[src/rtl/spar_params.svh]
// Register map, field positions and timing counts for the serial port
`ifndef SPAR_PARAMS_SVH
`define SPAR_PARAMS_SVH
`define SPAR_AW          12
`define SPAR_LANE        2'b00
`define SPAR_IDX_CTRL    10'h001
`define SPAR_IDX_BUF     10'h002
`define SPAR_IDX_PWR     10'h003
`define SPAR_IDX_SLAVE_ADDRESS   10'h0a9
`define SPAR_IDX_SLAVE_ADDRESS_MASK   10'h0b9
`define SPAR_ADDR_RST    8'h00
`define SPAR_CTRL_TOP    7
`define SPAR_PWR_BD      7
`define SPAR_PWR_VIEW    6
`define SPAR_M0_SLOW     4'hc
`define SPAR_M0_FAST     4'h4
`define SPAR_M0_LAST     4'h7
`define SPAR_M2_DIV_SLOW 2'h3
`define SPAR_M2_DIV_FAST 2'h1
`define SPAR_SUB_LAST    4'hf
`define SPAR_SMP_FIRST   4'h7
`define SPAR_SMP_LAST    4'h9
`define SPAR_LEN_10      4'ha
`define SPAR_LEN_11      4'hb
`endif

[src/rtl/spar_pkg.sv]
// Types shared by the serial port design
`include "spar_params.svh"
package spar_pkg;
	typedef enum logic [1:0] {
		MODE_SHIFT, MODE_ASYNC10, MODE_ASYNC11, MODE_ASYNC11T
	} spar_mode_t;
	typedef enum logic [2:0] {
		REG_NONE, REG_CTRL, REG_BUF, REG_PWR, REG_SLAVE_ADDRESS, REG_SLAVE_ADDRESS_MASK
	} spar_reg_t;
	typedef enum logic [1:0] {SYNC_IDLE, SYNC_TX, SYNC_RX} spar_sync_t;
	typedef enum logic {RX_HUNT, RX_FRAME} spar_rx_t;
	typedef struct packed {
		logic modeLow;
		logic modeHigh;
		logic addrMatchEn;
		logic rxEnable;
		logic txNinth;
		logic rxNinth;
		logic txDone;
		logic rxDone;
	} spar_ctrl_t;
	typedef struct packed {
		logic [`SPAR_AW-1:0] addr;
		logic                write;
	} spar_ahb_req_t;
endpackage : spar_pkg

[src/rtl/spar_serial_port.sv]
// Serial port with framing error check and address recognition
// Function
// - Load only when done clear and gate open
// - Load ninth bit, byte, set done
// - After stop middle, hunt for falling edge
// - Mode 3 is mode 2 on timer ticks
// - Buffer write starts transmission in every mode
// - Mode 0 receive starts when enabled, done clear
// - Async receive starts on start bit, enabled
// - Two mode bits select the four modes
// - Missing stop bit flags frame error
// - Control bit 7 shows error or mode
// - Frame error sticky until software write
// - Modes 2/3 filter: ninth high, address match
// - Mode 1 filter: valid stop, address match
// - Filter off: every frame sets done
// - Given address: masked compare of slave address
// - Broadcast: OR of address and mask
// - Address and mask reset to zero
// - Majority of samples 7,8,9; bad start aborts
// - Mode 0 rate: twelfth or quarter clock
// - Mode 2 rate: 1/32 or 1/64 clock
//
// Local design decision: the AHB-Lite interface to the registers.
`timescale 1ns/1ps
`include "spar_params.svh"
module spar_serial_port (
	// Clock and reset
	input  wire logic        core_clk,
	input  wire logic        arst_n,
	// AHB-Lite slave
	input  wire logic        hsel,
	input  wire logic [31:0] haddr,
	input  wire logic [1:0]  htrans,
	input  wire logic        hwrite,
	input  wire logic [2:0]  hsize,
	input  wire logic [31:0] hwdata,
	input  wire logic        hready,
	output logic      [31:0] hrdata,
	output logic             hreadyout,
	output logic             hresp,
	// Baud source from the timer
	input  wire logic        timerOvf,
	// Serial pins
	input  wire logic        rxdIn,
	output logic             rxdOut,
	output logic             rxdOe,
	output logic             txdOut
);
	spar_pkg::spar_ctrl_t    ctrl_reg;
	spar_pkg::spar_ahb_req_t req_reg;
	spar_pkg::spar_mode_t    mode;
	spar_pkg::spar_sync_t    syncState_reg;
	spar_pkg::spar_rx_t      rxState_reg;
	spar_pkg::spar_reg_t     wrSel;
	logic        dpValid_reg;
	logic        rdReady_reg;
	logic        frameErr_reg;
	logic        baudDouble_reg;
	logic        viewSel_reg;
	logic [7:0]  slaveAddr_reg;
	logic [7:0]  slaveMask_reg;
	logic [7:0]  rxBuf_reg;
	logic [31:0] rdWord;
	logic        wrEn;
	logic        wrCtrl;
	logic        wrBuf;
	logic [1:0]  div_reg;
	logic        ovfHalf_reg;
	logic        tick;
	logic [3:0]  frameLen;
	logic        txBusy_reg;
	logic [3:0]  txSub_reg;
	logic [3:0]  txCnt_reg;
	logic [10:0] txShift_reg;
	logic        txLine_reg;
	logic        txdPin_reg;
	logic        rxdPin_reg;
	logic        rxdOePin_reg;
	logic        setTx;
	logic        rxMeta_reg;
	logic        rxSync_reg;
	logic        rxPrev_reg;
	logic [3:0]  rxSub_reg;
	logic [3:0]  rxCnt_reg;
	logic [1:0]  votes_reg;
	logic [8:0]  rxData_reg;
	logic        vote;
	logic        bitDone;
	logic        stopDecide;
	logic [7:0]  rxByte;
	logic        ninthBit;
	logic [7:0]  bcast;
	logic        addrOk;
	logic        loadAsync;
	logic        setRx;
	logic [3:0]  phase_reg;
	logic [3:0]  syncCnt_reg;
	logic [7:0]  syncShift_reg;
	logic        shiftClk_reg;
	logic [3:0]  period;
	logic [3:0]  fallAt;
	logic [3:0]  riseAt;
	logic        syncDone;

	function automatic spar_pkg::spar_reg_t regDecode(
		input logic [`SPAR_AW-1:0] a);
		case (a)
			{`SPAR_IDX_CTRL, `SPAR_LANE}:  regDecode = spar_pkg::REG_CTRL;
			{`SPAR_IDX_BUF, `SPAR_LANE}:   regDecode = spar_pkg::REG_BUF;
			{`SPAR_IDX_PWR, `SPAR_LANE}:   regDecode = spar_pkg::REG_PWR;
			{`SPAR_IDX_SLAVE_ADDRESS, `SPAR_LANE}: regDecode = spar_pkg::REG_SLAVE_ADDRESS;
			{`SPAR_IDX_SLAVE_ADDRESS_MASK, `SPAR_LANE}: regDecode = spar_pkg::REG_SLAVE_ADDRESS_MASK;
			default:                       regDecode = spar_pkg::REG_NONE;
		endcase
	endfunction : regDecode

	// Zero bits of the care mask never block a match
	function automatic logic addrHit(input logic [7:0] b,
		input logic [7:0] a, input logic [7:0] care);
		addrHit = ((b ^ a) & care) == 8'h00;
	endfunction : addrHit

	// Bus slave: writes take no wait, reads one so data is fresh
	assign hreadyout = ~(dpValid_reg & ~req_reg.write) | rdReady_reg;
	assign hresp = 1'b0;
	assign wrSel = regDecode(req_reg.addr);
	assign wrEn = dpValid_reg & req_reg.write;
	assign wrCtrl = wrEn && wrSel == spar_pkg::REG_CTRL;
	assign wrBuf = wrEn && wrSel == spar_pkg::REG_BUF;

	always_ff @(posedge core_clk or negedge arst_n) begin
		if (!arst_n) begin
			req_reg <= '0;
			dpValid_reg <= 1'b0;
			rdReady_reg <= 1'b0;
		end else if (hready) begin
			req_reg.addr <= haddr[`SPAR_AW-1:0];
			req_reg.write <= hwrite;
			dpValid_reg <= hsel & htrans[1];
			rdReady_reg <= 1'b0;
		end else if (dpValid_reg) begin
			rdReady_reg <= 1'b1;
		end
	end

	always_comb begin
		rdWord = 32'h0000_0000;
		case (wrSel)
			spar_pkg::REG_CTRL: begin
				rdWord[7:0] = ctrl_reg;
				rdWord[`SPAR_CTRL_TOP] = viewSel_reg ? frameErr_reg
					: ctrl_reg.modeLow;
			end
			spar_pkg::REG_BUF:   rdWord[7:0] = rxBuf_reg;
			spar_pkg::REG_PWR: begin
				rdWord[`SPAR_PWR_BD] = baudDouble_reg;
				rdWord[`SPAR_PWR_VIEW] = viewSel_reg;
			end
			spar_pkg::REG_SLAVE_ADDRESS: rdWord[7:0] = slaveAddr_reg;
			spar_pkg::REG_SLAVE_ADDRESS_MASK: rdWord[7:0] = slaveMask_reg;
			default:             rdWord = 32'h0000_0000;
		endcase
	end

	always_ff @(posedge core_clk or negedge arst_n) begin
		if (!arst_n) begin
			hrdata <= 32'h0000_0000;
		end else if (dpValid_reg && !req_reg.write && !rdReady_reg) begin
			hrdata <= rdWord;
		end
	end

	// Address, mask and power control
	always_ff @(posedge core_clk or negedge arst_n) begin
		if (!arst_n) begin
			slaveAddr_reg <= `SPAR_ADDR_RST;
			slaveMask_reg <= `SPAR_ADDR_RST;
			baudDouble_reg <= 1'b0;
			viewSel_reg <= 1'b0;
		end else if (wrEn) begin
			if (wrSel == spar_pkg::REG_SLAVE_ADDRESS)
				slaveAddr_reg <= hwdata[7:0];
			if (wrSel == spar_pkg::REG_SLAVE_ADDRESS_MASK)
				slaveMask_reg <= hwdata[7:0];
			if (wrSel == spar_pkg::REG_PWR) begin
				baudDouble_reg <= hwdata[`SPAR_PWR_BD];
				viewSel_reg <= hwdata[`SPAR_PWR_VIEW];
			end
		end
	end

	// Control: hardware sets win over a same-cycle software clear
	always_ff @(posedge core_clk or negedge arst_n) begin
		if (!arst_n) begin
			ctrl_reg <= '0;
		end else begin
			if (wrCtrl) begin
				ctrl_reg <= spar_pkg::spar_ctrl_t'(hwdata[7:0]);
				if (viewSel_reg)
					ctrl_reg.modeLow <= ctrl_reg.modeLow;
			end
			if (setRx)
				ctrl_reg.rxDone <= 1'b1;
			if (loadAsync)
				ctrl_reg.rxNinth <= ninthBit;
			if (setTx)
				ctrl_reg.txDone <= 1'b1;
		end
	end

	always_ff @(posedge core_clk or negedge arst_n) begin
		if (!arst_n) begin
			frameErr_reg <= 1'b0;
		end else begin
			if (wrCtrl && viewSel_reg)
				frameErr_reg <= hwdata[`SPAR_CTRL_TOP];
			if (stopDecide && !vote)
				frameErr_reg <= 1'b1;
		end
	end

	// Baud ticks at sixteen per bit
	assign mode = spar_pkg::spar_mode_t'({ctrl_reg.modeHigh,
		ctrl_reg.modeLow});
	always_comb begin
		case (mode)
			spar_pkg::MODE_ASYNC11: tick = div_reg == 2'h0;
			spar_pkg::MODE_ASYNC10, spar_pkg::MODE_ASYNC11T:
				tick = timerOvf & (baudDouble_reg | ovfHalf_reg);
			default: tick = 1'b0;
		endcase
	end
	always_ff @(posedge core_clk or negedge arst_n) begin
		if (!arst_n) begin
			div_reg <= 2'h0;
			ovfHalf_reg <= 1'b0;
		end else begin
			if (div_reg == 2'h0)
				div_reg <= baudDouble_reg ? `SPAR_M2_DIV_FAST
					: `SPAR_M2_DIV_SLOW;
			else
				div_reg <= div_reg - 2'h1;
			if (timerOvf)
				ovfHalf_reg <= ~ovfHalf_reg;
		end
	end

	assign frameLen = (mode == spar_pkg::MODE_ASYNC10) ? `SPAR_LEN_10
		: `SPAR_LEN_11;

	// Async transmitter, paced by its own divide-by-16
	always_ff @(posedge core_clk or negedge arst_n) begin
		if (!arst_n) begin
			txBusy_reg <= 1'b0;
			txSub_reg <= 4'h0;
			txCnt_reg <= 4'h0;
			txShift_reg <= 11'h7ff;
			txLine_reg <= 1'b1;
		end else begin
			if (tick)
				txSub_reg <= txSub_reg + 4'h1;
			if (wrBuf && mode != spar_pkg::MODE_SHIFT) begin
				txBusy_reg <= 1'b1;
				txCnt_reg <= 4'h0;
				if (mode == spar_pkg::MODE_ASYNC10)
					txShift_reg <= {2'b11, hwdata[7:0], 1'b0};
				else
					txShift_reg <= {1'b1, ctrl_reg.txNinth,
						hwdata[7:0], 1'b0};
			end else if (txBusy_reg && tick
				&& txSub_reg == `SPAR_SUB_LAST) begin
				txLine_reg <= txShift_reg[0];
				txShift_reg <= {1'b1, txShift_reg[10:1]};
				txCnt_reg <= txCnt_reg + 4'h1;
				if (txCnt_reg == frameLen - 4'h1)
					txBusy_reg <= 1'b0;
			end
		end
	end
	assign setTx = (txBusy_reg && tick && txSub_reg == `SPAR_SUB_LAST
		&& txCnt_reg == frameLen - 4'h1 && !wrBuf)
		|| (syncDone && syncState_reg == spar_pkg::SYNC_TX);

	// Receive pin synchroniser; the second stage is the data, the third finds the edge
	always_ff @(posedge core_clk or negedge arst_n) begin
		if (!arst_n) begin
			rxMeta_reg <= 1'b1;
			rxSync_reg <= 1'b1;
			rxPrev_reg <= 1'b1;
		end else begin
			rxMeta_reg <= rxdIn;
			rxSync_reg <= rxMeta_reg;
			rxPrev_reg <= rxSync_reg;
		end
	end

	// Async receiver
	assign vote = (votes_reg[1] & votes_reg[0]) | (votes_reg[1] & rxSync_reg)
		| (votes_reg[0] & rxSync_reg);
	assign bitDone = rxState_reg == spar_pkg::RX_FRAME && tick
		&& rxSub_reg == `SPAR_SMP_LAST;
	assign stopDecide = bitDone && rxCnt_reg == frameLen - 4'h1;
	always_ff @(posedge core_clk or negedge arst_n) begin
		if (!arst_n) begin
			rxState_reg <= spar_pkg::RX_HUNT;
			rxSub_reg <= 4'h0;
			rxCnt_reg <= 4'h0;
			votes_reg <= 2'b11;
			rxData_reg <= 9'h000;
		end else begin
			case (rxState_reg)
				spar_pkg::RX_HUNT: begin
					if (ctrl_reg.rxEnable && mode != spar_pkg::MODE_SHIFT
						&& rxPrev_reg && !rxSync_reg) begin
						rxState_reg <= spar_pkg::RX_FRAME;
						rxSub_reg <= 4'h0;
						rxCnt_reg <= 4'h0;
					end
				end
				spar_pkg::RX_FRAME: begin
					if (tick)
						rxSub_reg <= rxSub_reg + 4'h1;
					if (tick && rxSub_reg >= `SPAR_SMP_FIRST
						&& rxSub_reg < `SPAR_SMP_LAST)
						votes_reg <= {votes_reg[0], rxSync_reg};
					if (bitDone) begin
						rxCnt_reg <= rxCnt_reg + 4'h1;
						if (rxCnt_reg == 4'h0 && vote)
							rxState_reg <= spar_pkg::RX_HUNT;
						else if (stopDecide)
							rxState_reg <= spar_pkg::RX_HUNT;
						else if (rxCnt_reg != 4'h0)
							rxData_reg <= {vote, rxData_reg[8:1]};
					end
				end
				default: rxState_reg <= spar_pkg::RX_HUNT;
			endcase
		end
	end

	// Load decision and address recognition at the stop bit
	assign rxByte = (mode == spar_pkg::MODE_ASYNC10) ? rxData_reg[8:1]
		: rxData_reg[7:0];
	assign ninthBit = (mode == spar_pkg::MODE_ASYNC10) ? vote
		: rxData_reg[8];
	assign bcast = slaveAddr_reg | slaveMask_reg;
	assign addrOk = addrHit(rxByte, slaveAddr_reg, slaveMask_reg)
		|| addrHit(rxByte, bcast, bcast);
	assign loadAsync = stopDecide && !ctrl_reg.rxDone
		&& (!ctrl_reg.addrMatchEn || (ninthBit && addrOk));
	assign setRx = loadAsync
		|| (syncDone && syncState_reg == spar_pkg::SYNC_RX);
	always_ff @(posedge core_clk or negedge arst_n) begin
		if (!arst_n)
			rxBuf_reg <= 8'h00;
		else if (loadAsync)
			rxBuf_reg <= rxByte;
		else if (syncDone && syncState_reg == spar_pkg::SYNC_RX)
			rxBuf_reg <= syncShift_reg;
	end

	// Mode 0 shift engine drives the clock on the transmit pin
	assign period = ctrl_reg.addrMatchEn ? `SPAR_M0_FAST
		: `SPAR_M0_SLOW;
	// One clock early: the pin flops add that clock back
	assign fallAt = (period >> 2) - 4'h1;
	assign riseAt = fallAt + (period >> 1);
	assign syncDone = syncState_reg != spar_pkg::SYNC_IDLE
		&& phase_reg == period - 4'h1 && syncCnt_reg == `SPAR_M0_LAST;
	always_ff @(posedge core_clk or negedge arst_n) begin
		if (!arst_n) begin
			syncState_reg <= spar_pkg::SYNC_IDLE;
			phase_reg <= 4'h0;
			syncCnt_reg <= 4'h0;
			syncShift_reg <= 8'hff;
			shiftClk_reg <= 1'b1;
		end else begin
			case (syncState_reg)
				spar_pkg::SYNC_IDLE: begin
					phase_reg <= 4'h0;
					syncCnt_reg <= 4'h0;
					if (mode == spar_pkg::MODE_SHIFT && wrBuf) begin
						syncState_reg <= spar_pkg::SYNC_TX;
						syncShift_reg <= hwdata[7:0];
					end else if (mode == spar_pkg::MODE_SHIFT
						&& ctrl_reg.rxEnable && !ctrl_reg.rxDone) begin
						syncState_reg <= spar_pkg::SYNC_RX;
					end
				end
				spar_pkg::SYNC_TX, spar_pkg::SYNC_RX: begin
					phase_reg <= phase_reg + 4'h1;
					if (phase_reg == fallAt)
						shiftClk_reg <= 1'b0;
					if (phase_reg == riseAt) begin
						shiftClk_reg <= 1'b1;
						if (syncState_reg == spar_pkg::SYNC_RX)
							syncShift_reg <= {rxSync_reg,
								syncShift_reg[7:1]};
					end
					if (phase_reg == period - 4'h1) begin
						phase_reg <= 4'h0;
						syncCnt_reg <= syncCnt_reg + 4'h1;
						if (syncState_reg == spar_pkg::SYNC_TX)
							syncShift_reg <= {1'b1, syncShift_reg[7:1]};
						if (syncDone)
							syncState_reg <= spar_pkg::SYNC_IDLE;
					end
				end
				default: syncState_reg <= spar_pkg::SYNC_IDLE;
			endcase
		end
	end

	// Pins
	// All pins pass one flop so shift clock and data stay aligned
	always_ff @(posedge core_clk or negedge arst_n) begin
		if (!arst_n) begin
			txdPin_reg <= 1'b1;
			rxdPin_reg <= 1'b1;
			rxdOePin_reg <= 1'b0;
		end else begin
			txdPin_reg <= (mode == spar_pkg::MODE_SHIFT) ? shiftClk_reg
				: txLine_reg;
			rxdPin_reg <= syncShift_reg[0];
			rxdOePin_reg <= syncState_reg == spar_pkg::SYNC_TX;
		end
	end
	assign txdOut = txdPin_reg;
	assign rxdOut = rxdPin_reg;
	assign rxdOe = rxdOePin_reg;
endmodule : spar_serial_port

[config.mk]
export PLATFORM = sky130hd
export DESIGN_NAME = spar_serial_port
export DESIGN_NICKNAME = d
export VERILOG_FILES = /design/src/rtl/spar_pkg.sv /design/src/rtl/spar_serial_port.sv
export VERILOG_INCLUDE_DIRS = /design/src /design/src/rtl
export SDC_FILE = /design/constraint.sdc
export NUM_CORES = 1
export LEC_CHECK = 0
export ABC_CLOCK_PERIOD_IN_PS = 2330
export BUFFER_PORTS_ARGS = -buffer_cell sky130_fd_sc_hd__buf_4
export CAP_MARGIN = 20
export CELL_PAD_IN_SITES_DETAIL_PLACEMENT = 1
export CELL_PAD_IN_SITES_GLOBAL_PLACEMENT = 2
export CORE_MARGIN = 3
export CORE_UTILIZATION = 34
export CTS_BUF_LIST = sky130_fd_sc_hd__clkbuf_4
export CTS_CLUSTER_DIAMETER = 50
export DETAILED_ROUTE_END_ITERATION = 10
export PLACE_DENSITY_LB_ADDON = 0.2
export SLEW_MARGIN = 20
export SYNTH_ARGS = -nofsm -noshare
export SYNTH_HDL_FRONTEND = slang
export SYNTH_SLANG_ARGS = --single-unit
[constraint.sdc]
create_clock -name core_clk -period 2.33 [get_ports core_clk]
set_input_delay 0.1165 -clock core_clk [delete_from_list [all_inputs] [get_ports core_clk]]
set_output_delay 0.1165 -clock core_clk [all_outputs]
set_load 0.05 [all_outputs]
After elaboration in Yosys (flattened, before gate mapping)
Index checks and enable logic that the tools add are counted.
- flip-flop bits (word level): 127
- input port bits: 76
- logic and storage cells: 242
- equality and inequality tests: 30
- add/sub/neg operators: 11
- reductions and logical operators: 76
- bitwise gates (word level): 24
- $lt $le $gt $ge: 2
- muxes and demuxes: 57
- operators with widths (cell ; number):
    two-way mux 8 bit ; 8
    two-way mux 4 bit ; 8
    case mux 4 bit (2 select lines) ; 4
    logical AND 1 bit ; 30
    adder 4 x 1 -> 4 bit (second input constant) ; 6
    == test 12 x 10 -> 1 bit (second input constant) ; 2
    == test 12 x 4 -> 1 bit (second input constant) ; 2
    case mux 6 bit (4 select lines) ; 1
    AND reduction 2 bit ; 12
    nonzero test 2 bit ; 12
    two-way mux 11 bit ; 2
    == test 4 bit ; 5
    two-way mux 1 bit ; 20
    bitwise AND 8 bit ; 2
    logical NOT 8 bit ; 2
    case mux 8 bit (2 select lines) ; 1
    bitwise XOR 8 bit ; 2
    case mux 3 bit (5 select lines) ; 1
    == test 12 x 3 -> 1 bit (second input constant) ; 1
    two-way mux 2 bit ; 6
    two-way mux 10 bit ; 1
    case mux 2 bit (5 select lines) ; 1
    == test 4 bit (second input constant) ; 2
    inequality test 2 bit (second input constant) ; 4
    other kinds (29) ; 65

Depth between registers and ports, before layout
Gate-level depths: netlist (run 1).
- depth in word-level cells: 11
- depth in mapped cells: 9

Least setup slack after synthesis (run 1)
Ideal clock, no wire load.
- path kind: reg2reg
- start: register syncState_reg[0]
- end: register rxBuf_reg[6]
- clock period less this slack: 2250 ps
- arrival: 2112 ps
- stages on the path, launching flop included: 8
- setup slack: 80 ps
- path buffers: 0
- data required time: 2193 ps
- path through: dfrtp_1 -> inv_1 -> ha_1 -> nand4b_1 -> nor4_4 -> mux2_2 -> a2111oi_0 -> nor3_1
- cells in the longest elaborated chain, start to end: 5
- elaborated cells on any way between the ends: 6
- RTL lines (item ; line ; text):
    from (decl) ; spar_serial_port.sv:53 ; spar_pkg::spar_sync_t syncState_reg;
    from (signal assigned) ; spar_serial_port.sv:373 ; syncState_reg <= spar_pkg::SYNC_IDLE;
    from (signal assigned) ; spar_serial_port.sv:384 ; syncState_reg <= spar_pkg::SYNC_TX;
    from (signal assigned) ; spar_serial_port.sv:388 ; syncState_reg <= spar_pkg::SYNC_RX;
    nonzero test 2 bit ; spar_serial_port.sv:369 ; assign syncDone = syncState_reg != spar_pkg::SYNC_IDLE
    logical AND 1 bit ; spar_serial_port.sv:370 ; && phase_reg == period - 4'h1 && syncCnt_reg == `SPAR_M0_LAST;
    logical AND 1 bit (no source line) ; - ;
    logical AND 1 bit (*) ; spar_serial_port.sv:359 ; else if (syncDone && syncState_reg == spar_pkg::SYNC_RX)
    nonzero test 2 bit (no source line) (*) ; - ;
    to (signal assigned) ; spar_serial_port.sv:358 ; rxBuf_reg <= rxByte;
    to (signal assigned) ; spar_serial_port.sv:360 ; rxBuf_reg <= syncShift_reg;
    to (decl) ; spar_serial_port.sv:63 ; logic [7:0] rxBuf_reg;
Mark *: on every way between the ends. The rest lies on a longest branch, timed or not.
A chain may end at the register's enable or synchronous reset.

Worst setup path in the final report (run 1)
- start: register ctrl_reg[6] (netlist bit)
- end: register rxBuf_reg[3]
- cells in the longest elaborated chain, start to end: 10
- elaborated cells on any way between the ends: 26
- RTL lines (item ; line ; text):
    from (decl) ; spar_serial_port.sv:50 ; spar_pkg::spar_ctrl_t ctrl_reg;
    from (signal assigned) ; spar_serial_port.sv:199 ; ctrl_reg <= spar_pkg::spar_ctrl_t'(hwdata[7:0]);
    parallel branches: the longest is 10 deep, another holds subtractor 4 x 1 -> 4 bit ; - ;
Parallel ways; which one is timed is not known.

==> summary.txt, run 1 <==
Status
  – Run status: finished with violations
  – Violated checks: setup timing

Timing
  – Final clock skew: 17.0 ps
  – Ratio of final minimum period to clock period: 1.02
  – Tmin final: 2370 ps
  – Setup violations, final: 6
  – RSZ-0062 raised after global routing: true
  – Relative slew slack: 0.590
  – WHS: 106 ps
  – Final setup margin: -43.4 ps
  – Total count of max-transition violations in the final report: 0
  – Number of hold violations in the final report: 0
  – Max Clock Freq: 0.421 GHz
  – Setup Total Neg Slack: -157 ps
  – Slew @ Worst Pin: 615 ps

Synthesis
  – Post-synthesis sequential area ratio: 0.459
  – Netlist cell types: 74
  – Count of mapped cells out of synthesis: 650
  – Cell taking the most area after synthesis: dfrtp_1
  – Netlist Area Pre-Place: 0.00694 mm2
  – Top flip-flop cell by instance count after synthesis: dfrtp_1
  – Synth top area cells: dfrtp_1 (36%), dfstp_2 (10%), mux2_2 (8.9%), nand2_1 (3.8%), mux2i_1 (3.2%)
  – Number of flops mapped to enable cells by yosys: 0
  – Register bit total from synthesis: 126
  – Yosys warnings: 0
  – Async SR Flop Fraction: 1.00
  – Top cell type's share of synthesized area: 0.357
  – Post-Syn Area per Cell: 10.7 um2

Placed design
  – Post-placement cell count: 998
  – Dpl hpwl: 15.3 mm
  – Instance area at placement: 0.00790 mm2
  – Final weighted congestion in routability-driven placement: 0.834
  – Buffers added on ports: 39

Power
  – Overall Power: 5.75 mW
  – Worst IR drop on VDD: 314 uV
  – Power density over cell area: 620 mW/mm2
  – Leakage: 4.05 nW

CTS
  – Clock root buffer: clkbuf_4
  – Number of buffers on the longest clock path: 2
  – Clock sinks: 126
  – Total number of H-tree levels: 4
  – CTS tree: yes
  – Clock transition at path regs: 130 ps
  – Clk_lat worst skew: 550 ps
  – Num CTS Buffers: 17

Worst setup path
  – Capturing element type of the critical path: flop
  – Category of the critical setup timing path: flop to flop
  – Crit-path max cell delay: 460 ps
  – CP bufs+invs: 4
  – Max FO, Critical Path: 5
  – Arrival time reported for the critical path endpoint: 2830 ps
  – Startpoint type of the worst setup path: flop
  – Cells along the critical path: nor2b_4 > buf_6 > mux2i_2 > buf_4 > mux2i_1 > buf_4 > a2111oi_4 > buf_6 > a2111oi_4 > nor3_1
  – Setup slack, reg-to-reg: -40 ps
  – Crit path max-delay cell type: dfrtp_2
  – CP Data Required Time: 2790 ps
  – Cell family with the largest share of critical-path delay: buffers and inverters

Detailed routing
  – Number of DRC markers in iteration 0: 382
  – Number of vias in the routed layout: 5755
  – Antenna violation net count after detailed routing: 0
  – Remaining routing DRC violations: 0
  – Routed wire length: 22.6 mm
  – WL per Instance: 20.7 um
  – Initial DRT Pass Iterations: 5
  – Via/cell ratio: 5.27

Floorplanning
  – Cell Rows: 51
  – Floorplan die height: 149 um
  – Area of the core: 0.0198 mm2
  – Number of top-level pins: 113
  – Initial Util: 0.351
  – Overall die area: 0.0222 mm2
  – Horiz. Die Dim: 149 um

Global route
  – Number of global-route vias before repair: 6114
  – Initial antenna violation count: 0
  – Wire length of the first global-routing pass: 34.2 mm
  – Grt total ovfl: 0
  – GRT Util Overall: 0.199
  – Maximum number of pins on one net before global-route repair: 46

Final layout
  – Flip-flop count of the largest register, all copies and words added: 13
  – Commonest cells after routing, fill and taps aside: buf_4 (111), dfrtp_1 (98), nand2_1 (71)
  – Filler cell count in the final layout: 2157
  – Final design area excluding fillers: 0.00929 mm2
  – Layout Nets: 902
  – Area growth syn-to-layout: 33.9%
  – Count of antenna diodes in the layout: 0
  – Most common cell after layout, fill and taps aside: buf_4
  – Post-layout instance count excluding filler cells: 1091
  – Layout cells sized above 1: 0.387

Flow run
  – Max-capacitance violation count: 0

Min path
  – Class of the worst hold path: input pin to asynchronous set/reset pin
logic make-up (layout without fill, tap and decap cells):
group,Yosys count,count (layout),synth area share
xor gates and xnor gates,14,14,0.0177
muxes,82,82,0.132
adders and majority gates,14,14,0.0249
buffers and inverters,67,216,0.0559
DFF,126,126,0.459
and+or+nand+nor,225,226,0.178
other,1,25,0.000541
AOI/OAI and AO/OA,121,123,0.132
area by class of cell:
class	count	area, um2	area share
clock buffer	17	128	0.0137
clock inverter	15	219	0.0236
inverter	16	60.1	0.00647
multi-input combinational	484	3890	0.419
sequential	126	3190	0.343
tap	265	332	0.0357
timing repair buffer	168	1470	0.158
per-layer routing:
layer  vias up  wire length [um]  GRT usage
met4         0               454     0.0508
met2       129             11400      0.340
li1       2667                 -          -
met1      2924              9850      0.262
met5         -                 0          0
met3        35               901     0.0340
where the power goes:
| part | leakage, nW | switching [mW] | internal, mW |
|---|---|---|---|
| Clock | 0.178 | 0.906 | 0.956 |
| Combinational | 2.35 | 0.775 | 0.491 |
| Sequential | 1.53 | 0.204 | 2.42 |
metrics by stage:
stage / utilization / setup slack (ps)
after floorplan: - / 80.2
after CTS: 0.446 / -43.9
final: 0.469 / -43.4
after detailed placement: 0.400 / -228
after global routing: 0.469 / -147
after global placement: 0.400 / -67.9
synth_stat cells (4+ instances only):
| library cell | count |
|---|---|
| mux2_2 | 55 |
| o221ai_1 | 8 |
| nor2b_1 | 6 |
| a2111oi_0 | 8 |
| a21oi_1 | 13 |
| a31oi_1 | 9 |
| or2_2 | 5 |
| o221a_1 | 7 |
| dfrtp_1 | 99 |
| mux2i_1 | 22 |
| xor2_1 | 7 |
| buf_4 | 25 |
| clkbuf_1 | 10 |
| o21ai_0 | 35 |
| nand4_1 | 5 |
| inv_1 | 16 |
| and3b_1 | 4 |
| nor2_1 | 29 |
| a222oi_1 | 6 |
| buf_2 | 12 |
| nand3_1 | 25 |
| dfstp_2 | 27 |
| a211oi_1 | 4 |
| nand2_1 | 71 |
| nor3_1 | 26 |
| ha_1 | 13 |
| nand2b_1 | 18 |
| xnor2_1 | 7 |
worst paths after layout:
path / cells past startpoint / from / end
hold reg to reg: 0 / rxMeta_reg / rxSync_reg
max in group asynchronous: 3 / arst_n / syncShift_reg[7]
hold / removal: 2 / arst_n / phase_reg[2]
min in group core_clk: 2 / rxdIn / rxMeta_reg
setup / recovery: 10 / ctrl_reg[6] / rxBuf_reg[3]
setup reg to reg: 10 / ctrl_reg[6] / rxBuf_reg[3]
repair_timing:
action / in CTS / in global routing
resized for setup: 23 / 68
endpoints found under the hold margin: 106 / 0
setup endpoints to repair: 31 / 38
hold buffers: 43 / 0
pin swaps: 4 / 10
cloned: 1 / 3
setup buffers: 6 / 8
No activity file was read; power rests on OpenSTA's default activity.
==> inputs of run 2 (changes only) <==
--- a/config.mk
+++ b/config.mk
@@ -16,6 +16,7 @@
 export CTS_BUF_LIST = sky130_fd_sc_hd__clkbuf_4
 export CTS_CLUSTER_DIAMETER = 50
 export DETAILED_ROUTE_END_ITERATION = 10
+export GPL_TIMING_DRIVEN = 0
 export PLACE_DENSITY_LB_ADDON = 0.2
 export SLEW_MARGIN = 20
 export SYNTH_ARGS = -nofsm -noshare
==> run 2 against run 1 <==
- the flow still finishes with violations (setup timing)
- sequential cell count unchanged
- largest cell class unchanged
- clock power decreased by 26%
- clock skew down 2.5 ps
- highest routed layer unchanged
- sequential share of layout area up 1.1 points
==> summary.txt, run 2 (synthesized netlist as in run 1, its figures left out) <==
Floorplanning
  – Number of top-level pins: 113
  – Horiz. Die Dim: 149 um
  – Cell Rows: 51
  – Initial Util: 0.351
  – Overall die area: 0.0222 mm2
  – Area of the core: 0.0198 mm2
  – Floorplan die height: 149 um

CTS
  – Total number of H-tree levels: 4
  – CTS tree: yes
  – Clk_lat worst skew: 540 ps
  – Clock sinks: 126
  – Number of buffers on the longest clock path: 2
  – Num CTS Buffers: 17
  – Clock root buffer: clkbuf_4
  – Clock transition at path regs: 120 ps

Detailed routing
  – Initial DRT Pass Iterations: 5
  – Number of DRC markers in iteration 0: 269
  – Via/cell ratio: 5.31
  – Routed wire length: 21.2 mm
  – Remaining routing DRC violations: 0
  – Number of vias in the routed layout: 5711
  – Antenna violation net count after detailed routing: 0
  – WL per Instance: 19.7 um

Power
  – Leakage: 3.90 nW
  – Power density over cell area: 582 mW/mm2
  – Worst IR drop on VDD: 404 uV

Worst setup path
  – Max FO, Critical Path: 8
  – CP Data Required Time: 2750 ps
  – Length in cells of the worst reg-to-reg path: 8
  – Startpoint type of the worst setup path: flop
  – Capturing element type of the critical path: flop
  – Arrival time reported for the critical path endpoint: 2830 ps
  – Category of the critical setup timing path: flop to flop

Timing
  – Relative slew slack: 0.467
  – Final clock skew: 14.5 ps
  – Ratio of final minimum period to clock period: 1.03
  – Tmin final: 2400 ps
  – Setup violations, final: 7
  – RSZ-0062 raised after global routing: true
  – Final setup margin: -74.6 ps
  – Number of hold violations in the final report: 0
  – Setup Total Neg Slack: -232 ps
  – Total count of max-transition violations in the final report: 0
  – Slew @ Worst Pin: 796 ps
  – Max Clock Freq: 0.416 GHz

Final layout
  – Layout Nets: 885
  – Most common cell after layout, fill and taps aside: buf_4
  – Commonest cells after routing, fill and taps aside: buf_4 (98), dfrtp_1 (97), nand2_1 (70)
  – Multi-input gate area in the final layout: 0.00387 mm2
  – Area growth syn-to-layout: 29.7%
  – Flip-flop count of the largest register, all copies and words added: 13
  – Layout cells sized above 1: 0.396
  – Area taken by flip-flops and latches: 0.00319 mm2
  – Filler cell count in the final layout: 2220
  – Post-layout instance count excluding filler cells: 1076

Flow run
  – Max-capacitance violation count: 0

Global route
  – Wire length of the first global-routing pass: 33.1 mm
  – Initial antenna violation count: 1
  – Maximum number of pins on one net before global-route repair: 80
  – Grt total ovfl: 0
  – GRT Util Overall: 0.193
  – Number of global-route vias before repair: 5898

Status
  – Violated checks: setup timing
  – Run status: finished with violations

Placed design
  – Final weighted congestion in routability-driven placement: 0.848
  – Buffers added on ports: 38
  – Dpl hpwl: 14.8 mm
  – Post-placement cell count: 978

Min path
  – Class of the worst hold path: input pin to asynchronous set/reset pin
## run 2: cell count changes in the layout (fill, tap and decap cells not counted), moves of 4 or more
cell | before | now
a2111oi_2 | 2 | 6
a2111oi_4 | 9 | 5
buf_2 | 0 | 4
buf_4 | 111 | 98
bufinv_16 | 5 | 1
clkbuf_1 | 0 | 5
clkbuf_2 | 0 | 4
clkbuf_4 | 17 | 21
clkinv_1 | 0 | 4
dlygate4sd3_1 | 43 | 26
mux2i_4 | 3 | 7
## run 2: routing by layer
metal | part of all wire | track usage
met4 | 0.020 | 0.0609
met1 | 0.44 | 0.255
met3 | 0.038 | 0.0365
met2 | 0.50 | 0.322
met5 | 0 | 0
## run 2: per-stage QoR
stage	instance area (um2)	utilization	total power, mW	setup WS (ps)	hold slack [ps]
2_1_floorplan	7030	-	3.39	80.2	-179
3_3_place_gp	7640	0.386	3.73	-459	225
4_1_cts	8740	0.442	5.29	-89.5	40.4
3_5_place_dp	7700	0.389	3.80	-540	49.6
6_report	9000	0.455	5.24	-74.6	54.3
5_1_grt	9000	0.455	5.58	-229	42.3
## run 2: worst paths after layout
kind,start,to,slack (ps)
worst max-delay path,ctrl_reg[7],rxBuf_reg[1],-70
worst min-delay path,arst_n,phase_reg[1],50
worst max register to register,ctrl_reg[7],rxBuf_reg[1],-70
worst min register to register,rxMeta_reg,rxSync_reg,370
max in group asynchronous,arst_n,txShift_reg[2],1510
min in group core_clk,hready,req_reg[8],110
## run 2: cell type report
type | instances | area share
Buffer | 49 | 0.0407
Inverter | 16 | 0.00667
Clock inverter | 11 | 0.00862
Timing Repair Buffer | 105 | 0.105
Clock buffer | 21 | 0.0175
Sequential cell | 126 | 0.354
Tap cell | 265 | 0.0368
Antenna cell | 2 | 0.000556
Multi-Input combinational cell | 481 | 0.430
## run 2: timing repair
action / 4_1_cts / 5_1_grt
endpoints found under the hold margin: 166 / 0
hold buffers: 26 / 0
setup buffers: 32 / 8
endpoints found under the setup margin: 59 / 37
gates cloned: 0 / 1
resized for setup: 67 / 44
pin swaps: 18 / 17
## run 2: critical path, stage by stage, from the launching register on
cell	delay (ps)
dfrtp_1	430
buf_6	150
nor4b_4	300
buf_4	170
o2111ai_4	200
nor4b_4	420
a21o_4	220
o221ai_2	130
nor3_2	260
## run 2: power by group
group | internal [mW] | total, mW | switching [mW]
sequential | 2.42 | 2.64 | 0.221
clock | 0.553 | 1.37 | 0.819
combinational | 0.459 | 1.23 | 0.767
total | 3.43 | 5.24 | 1.81
